[src/parallel_io_regs.vh]
// Register map, field widths and reset values of the three-port parallel I/O block.
// Included by the block's single design file; holds definitions only.
`ifndef PARALLEL_IO_REGS_VH
`define PARALLEL_IO_REGS_VH

// ***************************************
// Register indices (byte address = 4 * index)
// ***************************************
`define FIRST_PORT_LATCH_IDX 3'h0
`define SECOND_PORT_LATCH_IDX 3'h1
`define THIRD_PORT_LATCH_IDX 3'h2
`define UNUSED_GAP_IDX 3'h3
`define FIRST_PORT_DIRECTION_IDX 3'h4
`define SECOND_PORT_DIRECTION_IDX 3'h5
`define THIRD_PORT_DIRECTION_IDX 3'h6

// ***************************************
// Field widths and reset values
// ***************************************
`define WIDE_PORT_BITS 7
`define NARROW_PORT_BITS 2
`define DIRECTION_RESET_WIDE 7'h00
`define DIRECTION_RESET_NARROW 2'h0

// ***************************************
// AXI responses
// ***************************************
`define RESP_OKAY 2'h0
`define RESP_DECERR 2'h3

`endif

[src/three_port_parallel_io.v]
// Three parallel ports (7, 7 and 2 pins) with latch and direction registers,
// reached over an AXI4-Lite slave. Pins arrive asynchronously and are
// synchronised here; the board resolves the pin wire from oe and out.
// Data latches carry no reset and read unknown on output bits in simulation until written;
// software loads them before it turns a pin to an output.
//
// Our own choice: the AXI4-Lite slave port.
`timescale 1ns/1ns
`include "parallel_io_regs.vh"

// Functional notes
// - Port A: seven general-purpose pins, bits 6..0 of its data register.
// - Port B: seven bidirectional pins, also shared with serial interface.
// - Port A and B output latches are read/write and never reset.
// - Direction bit 1 enables pin output buffer; 0 leaves pin an input.
// - Reset clears all port A and B direction bits to zero.
// - Port A data read: latch where direction is 1, pin level otherwise.
// - Port B data read: latch for outputs, pin level for inputs.
// - Data writes with lane 0 enabled update latch; input bits still read pin level.
// - Direction bit 0 turns the pin driver off, pin high impedance.
// - Port C output bit forces its fault input to non-fault state.
// - Port C data read: latch for outputs, pin level for inputs.
module three_port_parallel_io #(
   parameter WIDE_BITS = `WIDE_PORT_BITS,
   parameter NARROW_BITS = `NARROW_PORT_BITS
) (
   // Clock and reset
   input wire ref_clk,
   input wire resetn,
   // AXI4-Lite write address
   input wire [4:0] s_axi_awaddr,
   input wire s_axi_awvalid,
   output wire s_axi_awready,
   // AXI4-Lite write data
   input wire [31:0] s_axi_wdata,
   input wire [3:0] s_axi_wstrb,
   input wire s_axi_wvalid,
   output wire s_axi_wready,
   // AXI4-Lite write response
   output wire [1:0] s_axi_bresp,
   output wire s_axi_bvalid,
   input wire s_axi_bready,
   // AXI4-Lite read address
   input wire [4:0] s_axi_araddr,
   input wire s_axi_arvalid,
   output wire s_axi_arready,
   // AXI4-Lite read data
   output wire [31:0] s_axi_rdata,
   output wire [1:0] s_axi_rresp,
   output wire s_axi_rvalid,
   input wire s_axi_rready,
   // First port pins
   input wire [WIDE_BITS-1:0] firstPortIn,
   output wire [WIDE_BITS-1:0] firstPortOut,
   output wire [WIDE_BITS-1:0] firstPortOe,
   // Second port pins, shared with the serial interface
   input wire [WIDE_BITS-1:0] secondPortIn,
   output wire [WIDE_BITS-1:0] secondPortOut,
   output wire [WIDE_BITS-1:0] secondPortOe,
   // Third port pins
   input wire [NARROW_BITS-1:0] thirdPortIn,
   output wire [NARROW_BITS-1:0] thirdPortOut,
   output wire [NARROW_BITS-1:0] thirdPortOe,
   // Fault inputs toward the motor PWM (bit 0 = input one, bit 1 = input four)
   output wire [NARROW_BITS-1:0] motorFaultInput
);

   // ***************************************
   // Functions
   // ***************************************
   // Per-bit read mux: latch where output, pin where input
   function [WIDE_BITS-1:0] pinView;
      input [WIDE_BITS-1:0] latchVal;
      input [WIDE_BITS-1:0] pinVal;
      input [WIDE_BITS-1:0] dirVal;
      begin
         pinView = (latchVal & dirVal) | (pinVal & ~dirVal);
      end
   endfunction

   // Byte address to register index; bits above the map are kept for decode
   function [2:0] regIndex;
      input [4:0] byteAddr;
      begin
         regIndex = byteAddr[4:2];
      end
   endfunction

   // ***************************************
   // Storage
   // ***************************************
   // Software-visible latches and direction bits
   reg [WIDE_BITS-1:0] firstLatch_ff;
   reg [WIDE_BITS-1:0] secondLatch_ff;
   reg [NARROW_BITS-1:0] thirdLatch_ff;
   reg [WIDE_BITS-1:0] firstDir_ff;
   reg [WIDE_BITS-1:0] secondDir_ff;
   reg [NARROW_BITS-1:0] thirdDir_ff;

   // Two synchroniser stages per pin
   reg [WIDE_BITS-1:0] firstSyncA_ff;
   reg [WIDE_BITS-1:0] firstSyncB_ff;
   reg [WIDE_BITS-1:0] secondSyncA_ff;
   reg [WIDE_BITS-1:0] secondSyncB_ff;
   reg [NARROW_BITS-1:0] thirdSyncA_ff;
   reg [NARROW_BITS-1:0] thirdSyncB_ff;

   // Write channel: address and data held until both halves are here
   reg [4:0] awAddr_ff;
   reg awHeld_ff;
   reg [31:0] wData_ff;
   reg [3:0] wStrb_ff;
   reg wHeld_ff;
   reg bValid_ff;
   reg [1:0] bResp_ff;

   // Read answer, held until rready
   reg rValid_ff;
   reg [31:0] rData_ff;
   reg [1:0] rResp_ff;

   // Combinational read decode
   reg [31:0] nxt_rData;
   reg nxt_rHit;

   // Write and read decode
   wire doWrite;
   wire doStore;
   wire [2:0] wIdx;
   wire wHit;
   wire [2:0] rIdx;

   // ***************************************
   // Pin synchronisers
   // ***************************************
   // Two stages; only the second stage feeds the read mux and fault logic
   // Cleared by reset so the fault inputs start in the non-fault state
   always @(posedge ref_clk or negedge resetn) begin
      if (!resetn) begin
         firstSyncA_ff <= {WIDE_BITS{1'b0}};
         firstSyncB_ff <= {WIDE_BITS{1'b0}};
         secondSyncA_ff <= {WIDE_BITS{1'b0}};
         secondSyncB_ff <= {WIDE_BITS{1'b0}};
         thirdSyncA_ff <= {NARROW_BITS{1'b0}};
         thirdSyncB_ff <= {NARROW_BITS{1'b0}};
      end else begin
         firstSyncA_ff <= firstPortIn;
         firstSyncB_ff <= firstSyncA_ff;
         secondSyncA_ff <= secondPortIn;
         secondSyncB_ff <= secondSyncA_ff;
         thirdSyncA_ff <= thirdPortIn;
         thirdSyncB_ff <= thirdSyncA_ff;
      end
   end

   // ***************************************
   // Write channel
   // ***************************************
   // Address and data are taken in either order and held until both are here
   // Ready falls while its half is held or a response waits: one write at a time
   assign s_axi_awready = !awHeld_ff && !bValid_ff;
   assign s_axi_wready = !wHeld_ff && !bValid_ff;
   assign doWrite = awHeld_ff && wHeld_ff && !bValid_ff;
   // Only an aligned, mapped write with lane 0 enabled reaches storage
   assign doStore = doWrite && wHit && wStrb_ff[0];
   assign wIdx = regIndex(awAddr_ff);
   assign wHit = (awAddr_ff[1:0] == 2'h0) && (wIdx != `UNUSED_GAP_IDX) && (wIdx <= `THIRD_PORT_DIRECTION_IDX);

   always @(posedge ref_clk or negedge resetn) begin
      if (!resetn) begin
         awAddr_ff <= 5'h00;
         awHeld_ff <= 1'b0;
         wData_ff <= 32'h00000000;
         wStrb_ff <= 4'h0;
         wHeld_ff <= 1'b0;
         bValid_ff <= 1'b0;
         bResp_ff <= `RESP_OKAY;
      end else begin
         if (s_axi_awvalid && s_axi_awready) begin
            awAddr_ff <= s_axi_awaddr;
            awHeld_ff <= 1'b1;
         end
         if (s_axi_wvalid && s_axi_wready) begin
            wData_ff <= s_axi_wdata;
            wStrb_ff <= s_axi_wstrb;
            wHeld_ff <= 1'b1;
         end
         // A refused address still answers, with DECERR, but stores nothing
         if (doWrite) begin
            awHeld_ff <= 1'b0;
            wHeld_ff <= 1'b0;
            bValid_ff <= 1'b1;
            bResp_ff <= wHit ? `RESP_OKAY : `RESP_DECERR;
         end else if (bValid_ff && s_axi_bready) begin
            bValid_ff <= 1'b0;
         end
      end
   end

   assign s_axi_bvalid = bValid_ff;
   assign s_axi_bresp = bResp_ff;

   // ***************************************
   // Data latches
   // ***************************************
   // No reset: latch contents survive reset, as software expects
   // Third latch keeps its two implemented bits; writes to the rest are dropped
   always @(posedge ref_clk) begin
      if (doStore) begin
         case (wIdx)
            `FIRST_PORT_LATCH_IDX: firstLatch_ff <= wData_ff[WIDE_BITS-1:0];
            `SECOND_PORT_LATCH_IDX: secondLatch_ff <= wData_ff[WIDE_BITS-1:0];
            `THIRD_PORT_LATCH_IDX: thirdLatch_ff <= wData_ff[NARROW_BITS-1:0];
            default: begin
            end
         endcase
      end
   end

   // ***************************************
   // Direction registers
   // ***************************************
   // Reset makes every pin an input; the third port has only bits 1 and 0
   always @(posedge ref_clk or negedge resetn) begin
      if (!resetn) begin
         firstDir_ff <= `DIRECTION_RESET_WIDE;
         secondDir_ff <= `DIRECTION_RESET_WIDE;
         thirdDir_ff <= `DIRECTION_RESET_NARROW;
      end else if (doStore) begin
         case (wIdx)
            `FIRST_PORT_DIRECTION_IDX: firstDir_ff <= wData_ff[WIDE_BITS-1:0];
            `SECOND_PORT_DIRECTION_IDX: secondDir_ff <= wData_ff[WIDE_BITS-1:0];
            `THIRD_PORT_DIRECTION_IDX: thirdDir_ff <= wData_ff[NARROW_BITS-1:0];
            default: begin
            end
         endcase
      end
   end

   // ***************************************
   // Pin drivers and fault inputs
   // ***************************************
   // Latch reaches the pin only where the driver is on
   // Enables come straight from flops, so the pins see no decode glitch
   assign firstPortOe = firstDir_ff;
   assign secondPortOe = secondDir_ff;
   assign thirdPortOe = thirdDir_ff;
   assign firstPortOut = firstLatch_ff & firstDir_ff;
   assign secondPortOut = secondLatch_ff & secondDir_ff;
   assign thirdPortOut = thirdLatch_ff & thirdDir_ff;
   // Output bits force the fault line low (non-fault); inputs pass the pin
   assign motorFaultInput = thirdSyncB_ff & ~thirdDir_ff;

   // ***************************************
   // Read channel
   // ***************************************
   // Address decodes straight off the bus; a waiting answer holds arready low
   assign s_axi_arready = !rValid_ff;
   assign rIdx = regIndex(s_axi_araddr);

   // Read decode; unused bit positions stay zero
   always @* begin
      nxt_rData = 32'h00000000;
      nxt_rHit = (s_axi_araddr[1:0] == 2'h0);
      case (rIdx)
         `FIRST_PORT_LATCH_IDX: nxt_rData[WIDE_BITS-1:0] = pinView(firstLatch_ff, firstSyncB_ff, firstDir_ff);
         `SECOND_PORT_LATCH_IDX: nxt_rData[WIDE_BITS-1:0] = pinView(secondLatch_ff, secondSyncB_ff,
            secondDir_ff);
         `THIRD_PORT_LATCH_IDX: nxt_rData[NARROW_BITS-1:0] = (thirdLatch_ff & thirdDir_ff) |
            (thirdSyncB_ff & ~thirdDir_ff);
         `FIRST_PORT_DIRECTION_IDX: nxt_rData[WIDE_BITS-1:0] = firstDir_ff;
         `SECOND_PORT_DIRECTION_IDX: nxt_rData[WIDE_BITS-1:0] = secondDir_ff;
         `THIRD_PORT_DIRECTION_IDX: nxt_rData[NARROW_BITS-1:0] = thirdDir_ff;
         default: nxt_rHit = 1'b0;
      endcase
      // Refused reads return zero so no register leaks through
      if (!nxt_rHit) begin
         nxt_rData = 32'h00000000;
      end
   end

   // One-cycle read answer; data held until rready
   always @(posedge ref_clk or negedge resetn) begin
      if (!resetn) begin
         rValid_ff <= 1'b0;
         rData_ff <= 32'h00000000;
         rResp_ff <= `RESP_OKAY;
      end else if (s_axi_arvalid && s_axi_arready) begin
         rValid_ff <= 1'b1;
         rData_ff <= nxt_rData;
         rResp_ff <= nxt_rHit ? `RESP_OKAY : `RESP_DECERR;
      end else if (rValid_ff && s_axi_rready) begin
         rValid_ff <= 1'b0;
      end
   end

   assign s_axi_rvalid = rValid_ff;
   assign s_axi_rdata = rData_ff;
   assign s_axi_rresp = rResp_ff;

endmodule // three_port_parallel_io

[config.mk]
export PLATFORM = sky130hd
export DESIGN_NAME = three_port_parallel_io
export DESIGN_NICKNAME = d
export VERILOG_FILES = /design/src/three_port_parallel_io.v
export VERILOG_INCLUDE_DIRS = /design/src /design/src/src
export SDC_FILE = /design/constraint.sdc
export NUM_CORES = 1
export LEC_CHECK = 0
export BUFFER_PORTS_ARGS = -buffer_cell sky130_fd_sc_hd__buf_2
export CAP_MARGIN = 20
export CORE_ASPECT_RATIO = 0.9
export CORE_MARGIN = 1.5
export CORE_UTILIZATION = 52
export DETAILED_ROUTE_END_ITERATION = 10
export PLACE_DENSITY = 0.85
export RECOVER_POWER = 100
export SLEW_MARGIN = 20
export SYNTH_ARGS = -nofsm -noshare
export SYNTH_HDL_FRONTEND = slang
export SYNTH_SLANG_ARGS = --single-unit
[constraint.sdc]
create_clock -name ref_clk -period 3.1 [get_ports ref_clk]
set_input_delay 0.465 -clock ref_clk [delete_from_list [all_inputs] [get_ports ref_clk]]
set_output_delay 0.465 -clock ref_clk [all_outputs]
set_load 0.02 [all_outputs]
==> results_dict.tcl, run 1 <==
set metrics [dict create \
    drcViolationCount 0 \
    period_share 0.812 \
    hold_buffers 0 \
    cts_made_buffers 9 \
    end_kind "flip-flop" \
    power_density_nw_per_um2 795 \
    synth_seq_cells 90 \
    antenna_found_initial 0 \
    period_minus_slack_ps 2520 \
    wl_per_cell_um 15.6 \
    seq_area_frac_synth 0.639 \
    clock_sink_count 90 \
    critPathLaunchType "flip-flop" \
    fmax_ghz 0.398 \
    yosysUniqueCellTypes 41 \
    cts_htree_levels 3 \
    crit_fanout 6 \
    synth.top_cell.area_share 0.507 \
    max_slew.worst_pin.slew_ps 1790 \
    clk_root_buffer_cell "clkbuf_8" \
    gp_congestion 0.741 \
    maxSlewHeadroom -0.191 \
    place_hpwl_um 4980 \
    final_cell_area_sq_um 4170 \
    p_leak_nw 1.86 \
    vias_per_cell 5.09 \
    antenna_cells 0 \
    status "finished with violations" \
    arrival_ps 2590 \
    dieArea_sq_um 7540 \
    fillCellCount 562 \
    finalMaxSlewViolations 75 \
    yosys.area.top_type "dfrtp_1" \
    core.rowCount 28 \
    yosysMostFrequentCell "dfrtp_1" \
    first_pass_iters 4 \
    die_height_um 82.5 \
    syn_area_sq_um 3650 \
    die_w_um 91.3 \
    clk_pin_slew_worst_paths_ps 90 \
    async_flop_share 0.822 \
    yosys_warnings 0 \
    hp-class "in2reg" \
    ir_drop_v 0.000517 \
    grt.total_usage 0.202 \
    violations "max-capacitance violations, max-slew violations" \
    core_sq_um 6690 \
    cts_tree "done" \
    path_class "reg2reg" \
    cts_setup_buffers 0 \
    fin_cells 453 \
    nets 427 \
    grt_pass1_wl_um 11200 \
    start_util 0.546 \
    synth_ff_type "dfrtp_1" \
    placed_cells 437 \
    drive_gt1_frac 0.251 \
    setup_tns_ps 0 \
    overflow 0 \
    fin_skew_ps 7.93 \
    synth_edf_count 16 \
    synth_cells 269 \
    final_antenna_net_count 0 \
    grt_start_max_net_pins 75 \
    grt_pass1_vias 2262 \
    rsz0062_at_grt "no" \
    layout-area-overhead-vs-synth_pct 14.1 \
    routed-via-count 2307 \
    cts_resized 0 \
    hold_viol_final 0 \
    finalSetupViolCount 0 \
    clkLatencyLatePin_ps 360 \
    cts_buffer_depth 2 \
    syn_area_per_cell_sq_um 13.6 \
    required_ps 3170 \
    wirelength_um 7050 \
    numPortBuffers 90 \
    ios 144 \
    drv_cap 1 \
    synthTopCellsByCount "dfrtp_1 (74), buf_4 (27), mux2_2 (27)" \
    drt_iter0_markers 124 \
    synth.area.top_cells "dfrtp_1 (51%), edfxtp_1 (13%), mux2_2 (8.3%), buf_4 (5.5%), and2_1 (3.3%)" \
    dpl_cell_area_sq_um 4080 \
]
final cells by class:
type,instances,area [sq um],share of cell area
flip-flops and latches,90,2330,0.559
multi-input cells,158,1100,0.264
repair buffers,92,407,0.0975
clock buffers,10,128,0.0306
well taps,90,113,0.0270
clock inverters,6,65.1,0.0156
inverters,7,26.3,0.00630
power breakdown:
part | internal [mW] | total [mW] | leakage (nW) | switching [mW]
clock | 0.375 | 0.781 | 0.0932 | 0.407
sequential | 1.45 | 1.69 | 1.05 | 0.241
combinational | 0.336 | 0.838 | 0.718 | 0.502
total | 2.16 | 3.31 | 1.86 | 1.15
critical path: stages (launching register included):
cell and delay, ps:
dfrtp_1 430, and3b_1 340, nand3_1 210, nor4b_1 960
buf_4 300
placed cells by master, fill, tap and decap left out, types with 3 or more instances in the layout:
cell	instances
o21ai_0	9
a211oi_1	9
and2_0	8
inv_1	6
o311ai_0	3
and2_1	11
clkbuf_1	46
mux2_1	7
nor2b_1	4
buf_2	45
conb_1	25
nand2_1	5
a21oi_1	6
clkbuf_8	9
a22o_1	5
mux2_2	27
nand3_1	3
dfrtp_1	74
edfxtp_1	16
nor2_1	16
cell families (layout without fill, tap and decap cells):
logic type	Yosys count	in the layout	synth area share
other	1	25	0.00103
buffers and inverters	45	115	0.0767
DFF	90	90	0.639
muxes	35	35	0.115
and+or+nand+nor	57	57	0.0894
AOI/OAI and AO/OA	41	41	0.0795
registers in the layout, summed over array words and instances (netlist names), 5 cells and up:
register and cells:
awAddr_ff 5, firstLatch_ff 7, secondLatch_ff 7, firstSyncB_ff 7, firstPortOe 7, secondSyncB_ff 7, s_axi_rdata 7, secondPortOe 7
secondSyncA_ff 7, wData_ff 7, firstSyncA_ff 7
per-stage QoR:
step,worst slack [ps],hold WS [ps],utilization,power (mW)
final,584,206,0.623,3.31
after global routing,399,186,0.623,3.50
after CTS,837,190,0.639,3.41
after detailed placement,845,336,0.610,2.63
after global placement,878,332,0.610,2.57
after floorplan,897,169,-,2.31
final timing paths:
check | start | to | slack (ps) | depth (start not counted)
worst min register to register | secondSyncA_ff[3]$_DFF_PN0_ | secondSyncB_ff[3]$_DFF_PN0_ | 350 | 0
worst max register to register | s_axi_bvalid$_DFFE_PN0P_ | secondLatch_ff[3]$_DFFE_PP_ | 580 | 4
max in group asynchronous | resetn | firstSyncB_ff[1]$_DFF_PN0_ | 1460 | 1
worst max-delay path | s_axi_bvalid$_DFFE_PN0P_ | secondLatch_ff[3]$_DFFE_PP_ | 580 | 4
worst min-delay path | firstPortIn[4] | firstSyncA_ff[4]$_DFF_PN0_ | 210 | 1
min in group asynchronous | resetn | secondSyncB_ff[6]$_DFF_PN0_ | 590 | 1
routing by layer:
layer / wire length [um] / global-route usage
met1: 3170 / 0.257
met2: 3240 / 0.321
met3: 509 / 0.0687
met4: 127 / 0.0859
met5: 0 / 0
Note: power is estimated with default switching activity, not from simulation.
==> inputs of run 2 (changes only) <==
--- a/config.mk
+++ b/config.mk
@@ -10,9 +10,9 @@
 export CAP_MARGIN = 20
 export CORE_ASPECT_RATIO = 0.9
 export CORE_MARGIN = 1.5
-export CORE_UTILIZATION = 52
+export CORE_UTILIZATION = 48
 export DETAILED_ROUTE_END_ITERATION = 10
-export PLACE_DENSITY = 0.85
+export PLACE_DENSITY = 0.79
 export RECOVER_POWER = 100
 export SLEW_MARGIN = 20
 export SYNTH_ARGS = -nofsm -noshare
==> constraint.sdc (replaced) <==
create_clock -name ref_clk -period 2.4 [get_ports ref_clk]
set_input_delay 0.36 -clock ref_clk [delete_from_list [all_inputs] [get_ports ref_clk]]
set_output_delay 0.36 -clock ref_clk [all_outputs]
set_load 0.02 [all_outputs]
==> run 2 against run 1 <==
  * The run still ends with max-capacitance violations, max-slew violations left
  * Clock power up 43%
  * Utilization down 3.5 points
  * Non-clock buffer count up 6
  * Global-route usage down 1.9 points
  * Critical path type unchanged
  * Critical endpoint is now firstPortOe[2]$_DFFE_PN0P_
==> results_dict.tcl, run 2 (synthesis gave the netlist of run 1 again) <==
set metrics [dict create \
    status "finished with violations" \
    violations "max-capacitance violations, max-slew violations" \
    grt_pass1_wl_um 11000 \
    fin_cells 462 \
    p_switching_mw 1.47 \
    vias_per_cell 5.02 \
    min_from "firstPortIn[3]" \
    wl_per_cell_um 15.1 \
    cts_made_buffers 9 \
    drcViolationCount 0 \
    place_hpwl_um 5050 \
    wirelength_um 6990 \
    max_slew.worst_pin.slew_ps 1810 \
    crit_fanout 7 \
    maxSlewHeadroom -0.207 \
    power_density_nw_per_um2 1040 \
    hold_viol_final 0 \
    antenna_cells 0 \
    reg2reg_depth 4 \
    core.rowCount 29 \
    hp-class "in2reg" \
    rsz0062_at_grt "no" \
    required_ps 2630 \
    cts_htree_levels 3 \
    clkLatencyLatePin_ps 340 \
    switching_share 0.334 \
    seq_power_share 0.490 \
    dieArea_sq_um 8140 \
    ir_drop_v 0.000545 \
    die_w_um 94.9 \
    numPortBuffers 90 \
    layout-area-overhead-vs-synth_pct 16.2 \
    gp_congestion 0.774 \
    pwr-share-comb 0.256 \
    core_sq_um 7220 \
    overflow 0 \
    clk_pin_slew_worst_paths_ps 90 \
    r2r_end "firstPortOe[2]$_DFFE_PN0P_" \
    cts_buffer_depth 2 \
    placed_cells 446 \
    hold_buffers 0 \
    internal_power_mw 2.93 \
    cts_tree "done" \
    p_leak_nw 1.90 \
    routed-via-count 2321 \
    clock_sink_count 90 \
    r2r_slack_ps 190 \
    power.total_mw 4.40 \
    drv_cap 1 \
    fmax_ghz 0.453 \
    arrival_ps 2440 \
    start_util 0.506 \
    hold_path_end "firstSyncA_ff[3]$_DFF_PN0_" \
    clkPwrFrac 0.254 \
    fin_skew_ps 7.62 \
    antenna_found_initial 1 \
    finalMaxSlewViolations 75 \
    path_class "reg2reg" \
    final_antenna_net_count 0 \
    first_pass_iters 4 \
    fillCellCount 641 \
    final_common_cell "dfrtp_1" \
    clk_root_buffer_cell "clkbuf_8" \
    critPathLaunchType "flip-flop" \
    cts_resized 0 \
    cts_setup_buffers 0 \
    period_minus_slack_ps 2210 \
    period_share 0.921 \
    drt_iter0_markers 72 \
    crit-reg2reg-launch "s_axi_bvalid$_DFFE_PN0P_" \
    grt_start_max_net_pins 75 \
    die_height_um 85.8 \
    ios 144 \
    layout_common_cells "dfrtp_1 (74), clkbuf_1 (48), buf_2 (46)" \
    drive_gt1_frac 0.260 \
    hold_depth 1 \
    finalSetupViolCount 0 \
    nets 433 \
    grt.total_usage 0.182 \
    setup_tns_ps 0 \
    end_kind "flip-flop" \
    grt_pass1_vias 2186 \
]
-- run 2: changes by cell type in the layout (fill, tap and decap cells not counted) --
cell / previous run / this run
and2_0: 8 / 9
buf_4: 1 / 3
nand3_1: 3 / 2
clkinvlp_4: 2 / 1
inv_4: 1 / 0
inv_6: 1 / 3
clkbuf_1: 46 / 48
mux2_4: 0 / 1
bufinv_16: 1 / 2
nand3_2: 0 / 1
and2_1: 11 / 10
mux2_2: 27 / 26
buf_2: 45 / 46
-- run 2: how the worst max path moves through the flow --
stage	cells past startpoint	startpoint	slack [ps]	end
floorplan	4	s_axi_bvalid$_DFFE_PN0P_	200	secondLatch_ff[0]$_DFFE_PP_
finish	4	s_axi_bvalid$_DFFE_PN0P_	190	firstPortOe[2]$_DFFE_PN0P_
global placement	4	s_axi_bvalid$_DFFE_PN0P_	190	firstPortOe[1]$_DFFE_PN0P_
global route	4	s_axi_bvalid$_DFFE_PN0P_	20	secondLatch_ff[5]$_DFFE_PP_
CTS	4	s_axi_bvalid$_DFFE_PN0P_	120	firstPortOe[4]$_DFFE_PN0P_
detailed placement	4	s_axi_bvalid$_DFFE_PN0P_	140	firstPortOe[4]$_DFFE_PN0P_
-- run 2: power by group through the flow --
stage          Sequential, mW  Combinational, mW  Clock, mW
3_3_place_gp             2.17               1.18          0
2_1_floorplan            2.28              0.714          0
6_report                 2.15               1.13       1.12
5_1_grt                  2.21               1.24       1.21
4_1_cts                  2.16               1.22       1.15
3_5_place_dp             2.19               1.21          0
-- run 2: area by class of cell --
cell class / count / area, sq um / share of cell area
Clock buffer: 9 / 124 / 0.0292
Clock inverter: 7 / 98.8 / 0.0233
Timing Repair Buffer: 98 / 438 / 0.103
Multi-Input combinational cell: 158 / 1110 / 0.261
Inverter: 7 / 26.3 / 0.00619
Sequential cell: 90 / 2330 / 0.550
Tap cell: 93 / 116 / 0.0274
-- run 2: critical path, stage by stage, from the launching register on --
cell and delay, ps:
dfrtp_1 430, and3b_1 360, nand3_2 160, or4b_1 740
mux2_1 410
-- run 2: metal layers --
metal / up-vias / share of wire / global-route usage
met1: 1144 / 0.45 / 0.242
met2: 91 / 0.47 / 0.286
li1: 1080 / - / -
met5: - / 0.0019 / 0
met3: 4 / 0.077 / 0.0718
met4: 2 / 0.0030 / 0.0366
-- run 2: metrics by stage --
step | setup slack, ps | hold WS, ps | area [sq um] | util
finish | 191 | 110 | 4240 | 0.588
floorplan | 197 | 64.4 | 3740 | -
CTS | 116 | 96.9 | 4350 | 0.603
global route | 19.2 | 84.1 | 4240 | 0.588
global placement | 194 | 332 | 4130 | 0.572
detailed placement | 142 | 335 | 4130 | 0.572
==> inputs of run 3 (changes only) <==
--- a/config.mk
+++ b/config.mk
@@ -12,7 +12,7 @@
 export CORE_MARGIN = 1.5
 export CORE_UTILIZATION = 48
 export DETAILED_ROUTE_END_ITERATION = 10
-export PLACE_DENSITY = 0.79
+export PLACE_DENSITY = 0.8
 export RECOVER_POWER = 100
 export SLEW_MARGIN = 20
 export SYNTH_ARGS = -nofsm -noshare
==> run 3 against run 2 <==
  * The run still ends with max-capacitance violations, max-slew violations left
  * Critical path depth did not move
  * Count of clock-buffer cells in the layout did not move
  * Cell area barely moved
  * Clock skew fell by 2.5 ps
  * Utilization barely moved
  * Clock power rose by 4%
  * Via count rose by 0.43%
  * Hold slack got worse by 10 ps
  * Routed wire length barely moved
  * Critical path type unchanged
  * Highest routed layer is now met4
==> results_dict.tcl, run 3 (synthesis gave the netlist of run 1 again) <==
set metrics [dict create \
    period_minus_slack_ps 2130 \
    dieArea_sq_um 8140 \
    core.rowCount 29 \
    ir_drop_v 0.000596 \
    setup_tns_ps 0 \
    grt_start_max_net_pins 75 \
    r2r_slack_ps 270 \
    slowest_delay_ps 730 \
    path_class "reg2reg" \
    final_antenna_net_count 0 \
    place_hpwl_um 5130 \
    numPortBuffers 90 \
    vias_per_cell 5.03 \
    slowest_stage "or4b_1" \
    crit-reg2reg-launch "awAddr_ff[3]$_DFFE_PN0P_" \
    antenna_cells 0 \
    cp-endpoint "firstPortOe[3]$_DFFE_PN0P_" \
    final_util 0.588 \
    finalMaxSlewViolations 75 \
    violations "max-capacitance violations, max-slew violations" \
    rsz0062_at_grt "no" \
    grt_pass1_vias 2255 \
    drt_iter0_markers 87 \
    drcViolationCount 0 \
    drive_gt1_frac 0.254 \
    timing.critical_path.max_delay_family "simple AND/OR/NAND/NOR gates" \
    ios 144 \
    cts_tree "done" \
    reg2reg_depth 4 \
    grt.total_usage 0.184 \
    crit_fanout 7 \
    end_kind "flip-flop" \
    required_ps 2640 \
    start_util 0.506 \
    dpl_cell_area_sq_um 4140 \
    grt_pass1_wl_um 11000 \
    fmax_ghz 0.470 \
    routed-via-count 2331 \
    cts_setup_buffers 0 \
    layout_common_cells "dfrtp_1 (74), clkbuf_1 (50), buf_2 (45)" \
    hp-class "in2reg" \
    drv_cap 1 \
    period_share 0.886 \
    cts_buffer_depth 2 \
    max_slew.worst_pin.slew_ps 1780 \
    wirelength_um 6990 \
    finalSetupViolCount 0 \
    fin_skew_ps 5.16 \
    holdWs_ps 99.6 \
    status "finished with violations" \
    die_w_um 94.9 \
    core_sq_um 7220 \
    overflow 0 \
    final_cell_area_sq_um 4240 \
    path_depth 4 \
    clk_pin_slew_worst_paths_ps 90 \
    cts_made_buffers 9 \
    hold_buffers 0 \
    layout-area-overhead-vs-synth_pct 16.2 \
    gp_congestion 0.726 \
    startpoint "awAddr_ff[3]$_DFFE_PN0P_" \
    antenna_found_initial 0 \
    nets 434 \
    die_height_um 85.8 \
    r2r_end "firstPortOe[3]$_DFFE_PN0P_" \
    critPathLaunchType "flip-flop" \
    first_pass_iters 4 \
    hold_viol_final 0 \
    p_leak_nw 1.90 \
    cts_htree_levels 3 \
    power_density_nw_per_um2 1050 \
    maxSlewHeadroom -0.189 \
    crit_buf_inv 0 \
    clk_root_buffer_cell "clkbuf_8" \
    arrival_ps 2370 \
    final_common_cell "dfrtp_1" \
    cp_cell_sequence "a211oi_2 > nand3_1 > or4b_1 > mux2_1" \
    clkLatencyLatePin_ps 360 \
    wl_per_cell_um 15.1 \
    cts_resized 0 \
    clock_sink_count 90 \
]
-- run 3: cell count changes in the layout (fill, tap and decap cells not counted), sizes merged --
cell,change
clkinv,-1
clkbuf,+2
buf,-1
inv,+2
clkinvlp,-1
-- run 3: worst register-to-register path: stages (launching register included) --
cell and delay (ps):
dfrtp_1 400, a211oi_2 260, nand3_1 220, or4b_1 730, mux2_1 400
-- run 3: layout make-up --
class / count / area, sq um
clock buffers: 9 / 124
clock inverters: 7 / 106
fillers: 632 / 2980
inverters: 7 / 26.3
multi-input cells: 158 / 1100
flip-flops and latches: 90 / 2330
well taps: 93 / 116
repair buffers: 99 / 440
-- run 3: per-stage QoR --
step	power, mW	instances	setup slack, ps
6_report	4.45	463	273
5_1_grt	4.71	463	171
3_3_place_gp	3.37	447	282
4_1_cts	4.58	463	218
2_1_floorplan	2.99	293	197
3_5_place_dp	3.42	447	247
-- run 3: worst min path at each step --
stage / from / end / slack [ps] / depth (start not counted)
after floorplan: resetn / awAddr_ff[0]$_DFFE_PN0P_ / 60 / 0
final: thirdPortIn[1] / thirdSyncA_ff[1]$_DFF_PN0_ / 100 / 1
after global placement: thirdSyncA_ff[0]$_DFF_PN0_ / thirdSyncB_ff[0]$_DFF_PN0_ / 330 / 0
after global routing: secondPortIn[6] / secondSyncA_ff[6]$_DFF_PN0_ / 70 / 1
after CTS: secondPortIn[6] / secondSyncA_ff[6]$_DFF_PN0_ / 80 / 1
after detailed placement: firstSyncA_ff[5]$_DFF_PN0_ / firstSyncB_ff[5]$_DFF_PN0_ / 330 / 0
-- run 3: where the power goes --
group          total [mW]  internal [mW]  leakage, nW  switching (mW)
Clock                1.16          0.608        0.117           0.554
Combinational        1.13          0.459        0.734           0.667
Sequential           2.16           1.88         1.05           0.283
-- run 3: routing by layer --
layer	track usage	vias to the layer above	part of all wire	routed length [um]
met5	0	-	0	0
met4	0.0502	0	0.0083	58
li1	-	1097	-	-
met1	0.235	1136	0.44	3100
met3	0.0709	5	0.074	519
met2	0.293	93	0.47	3320
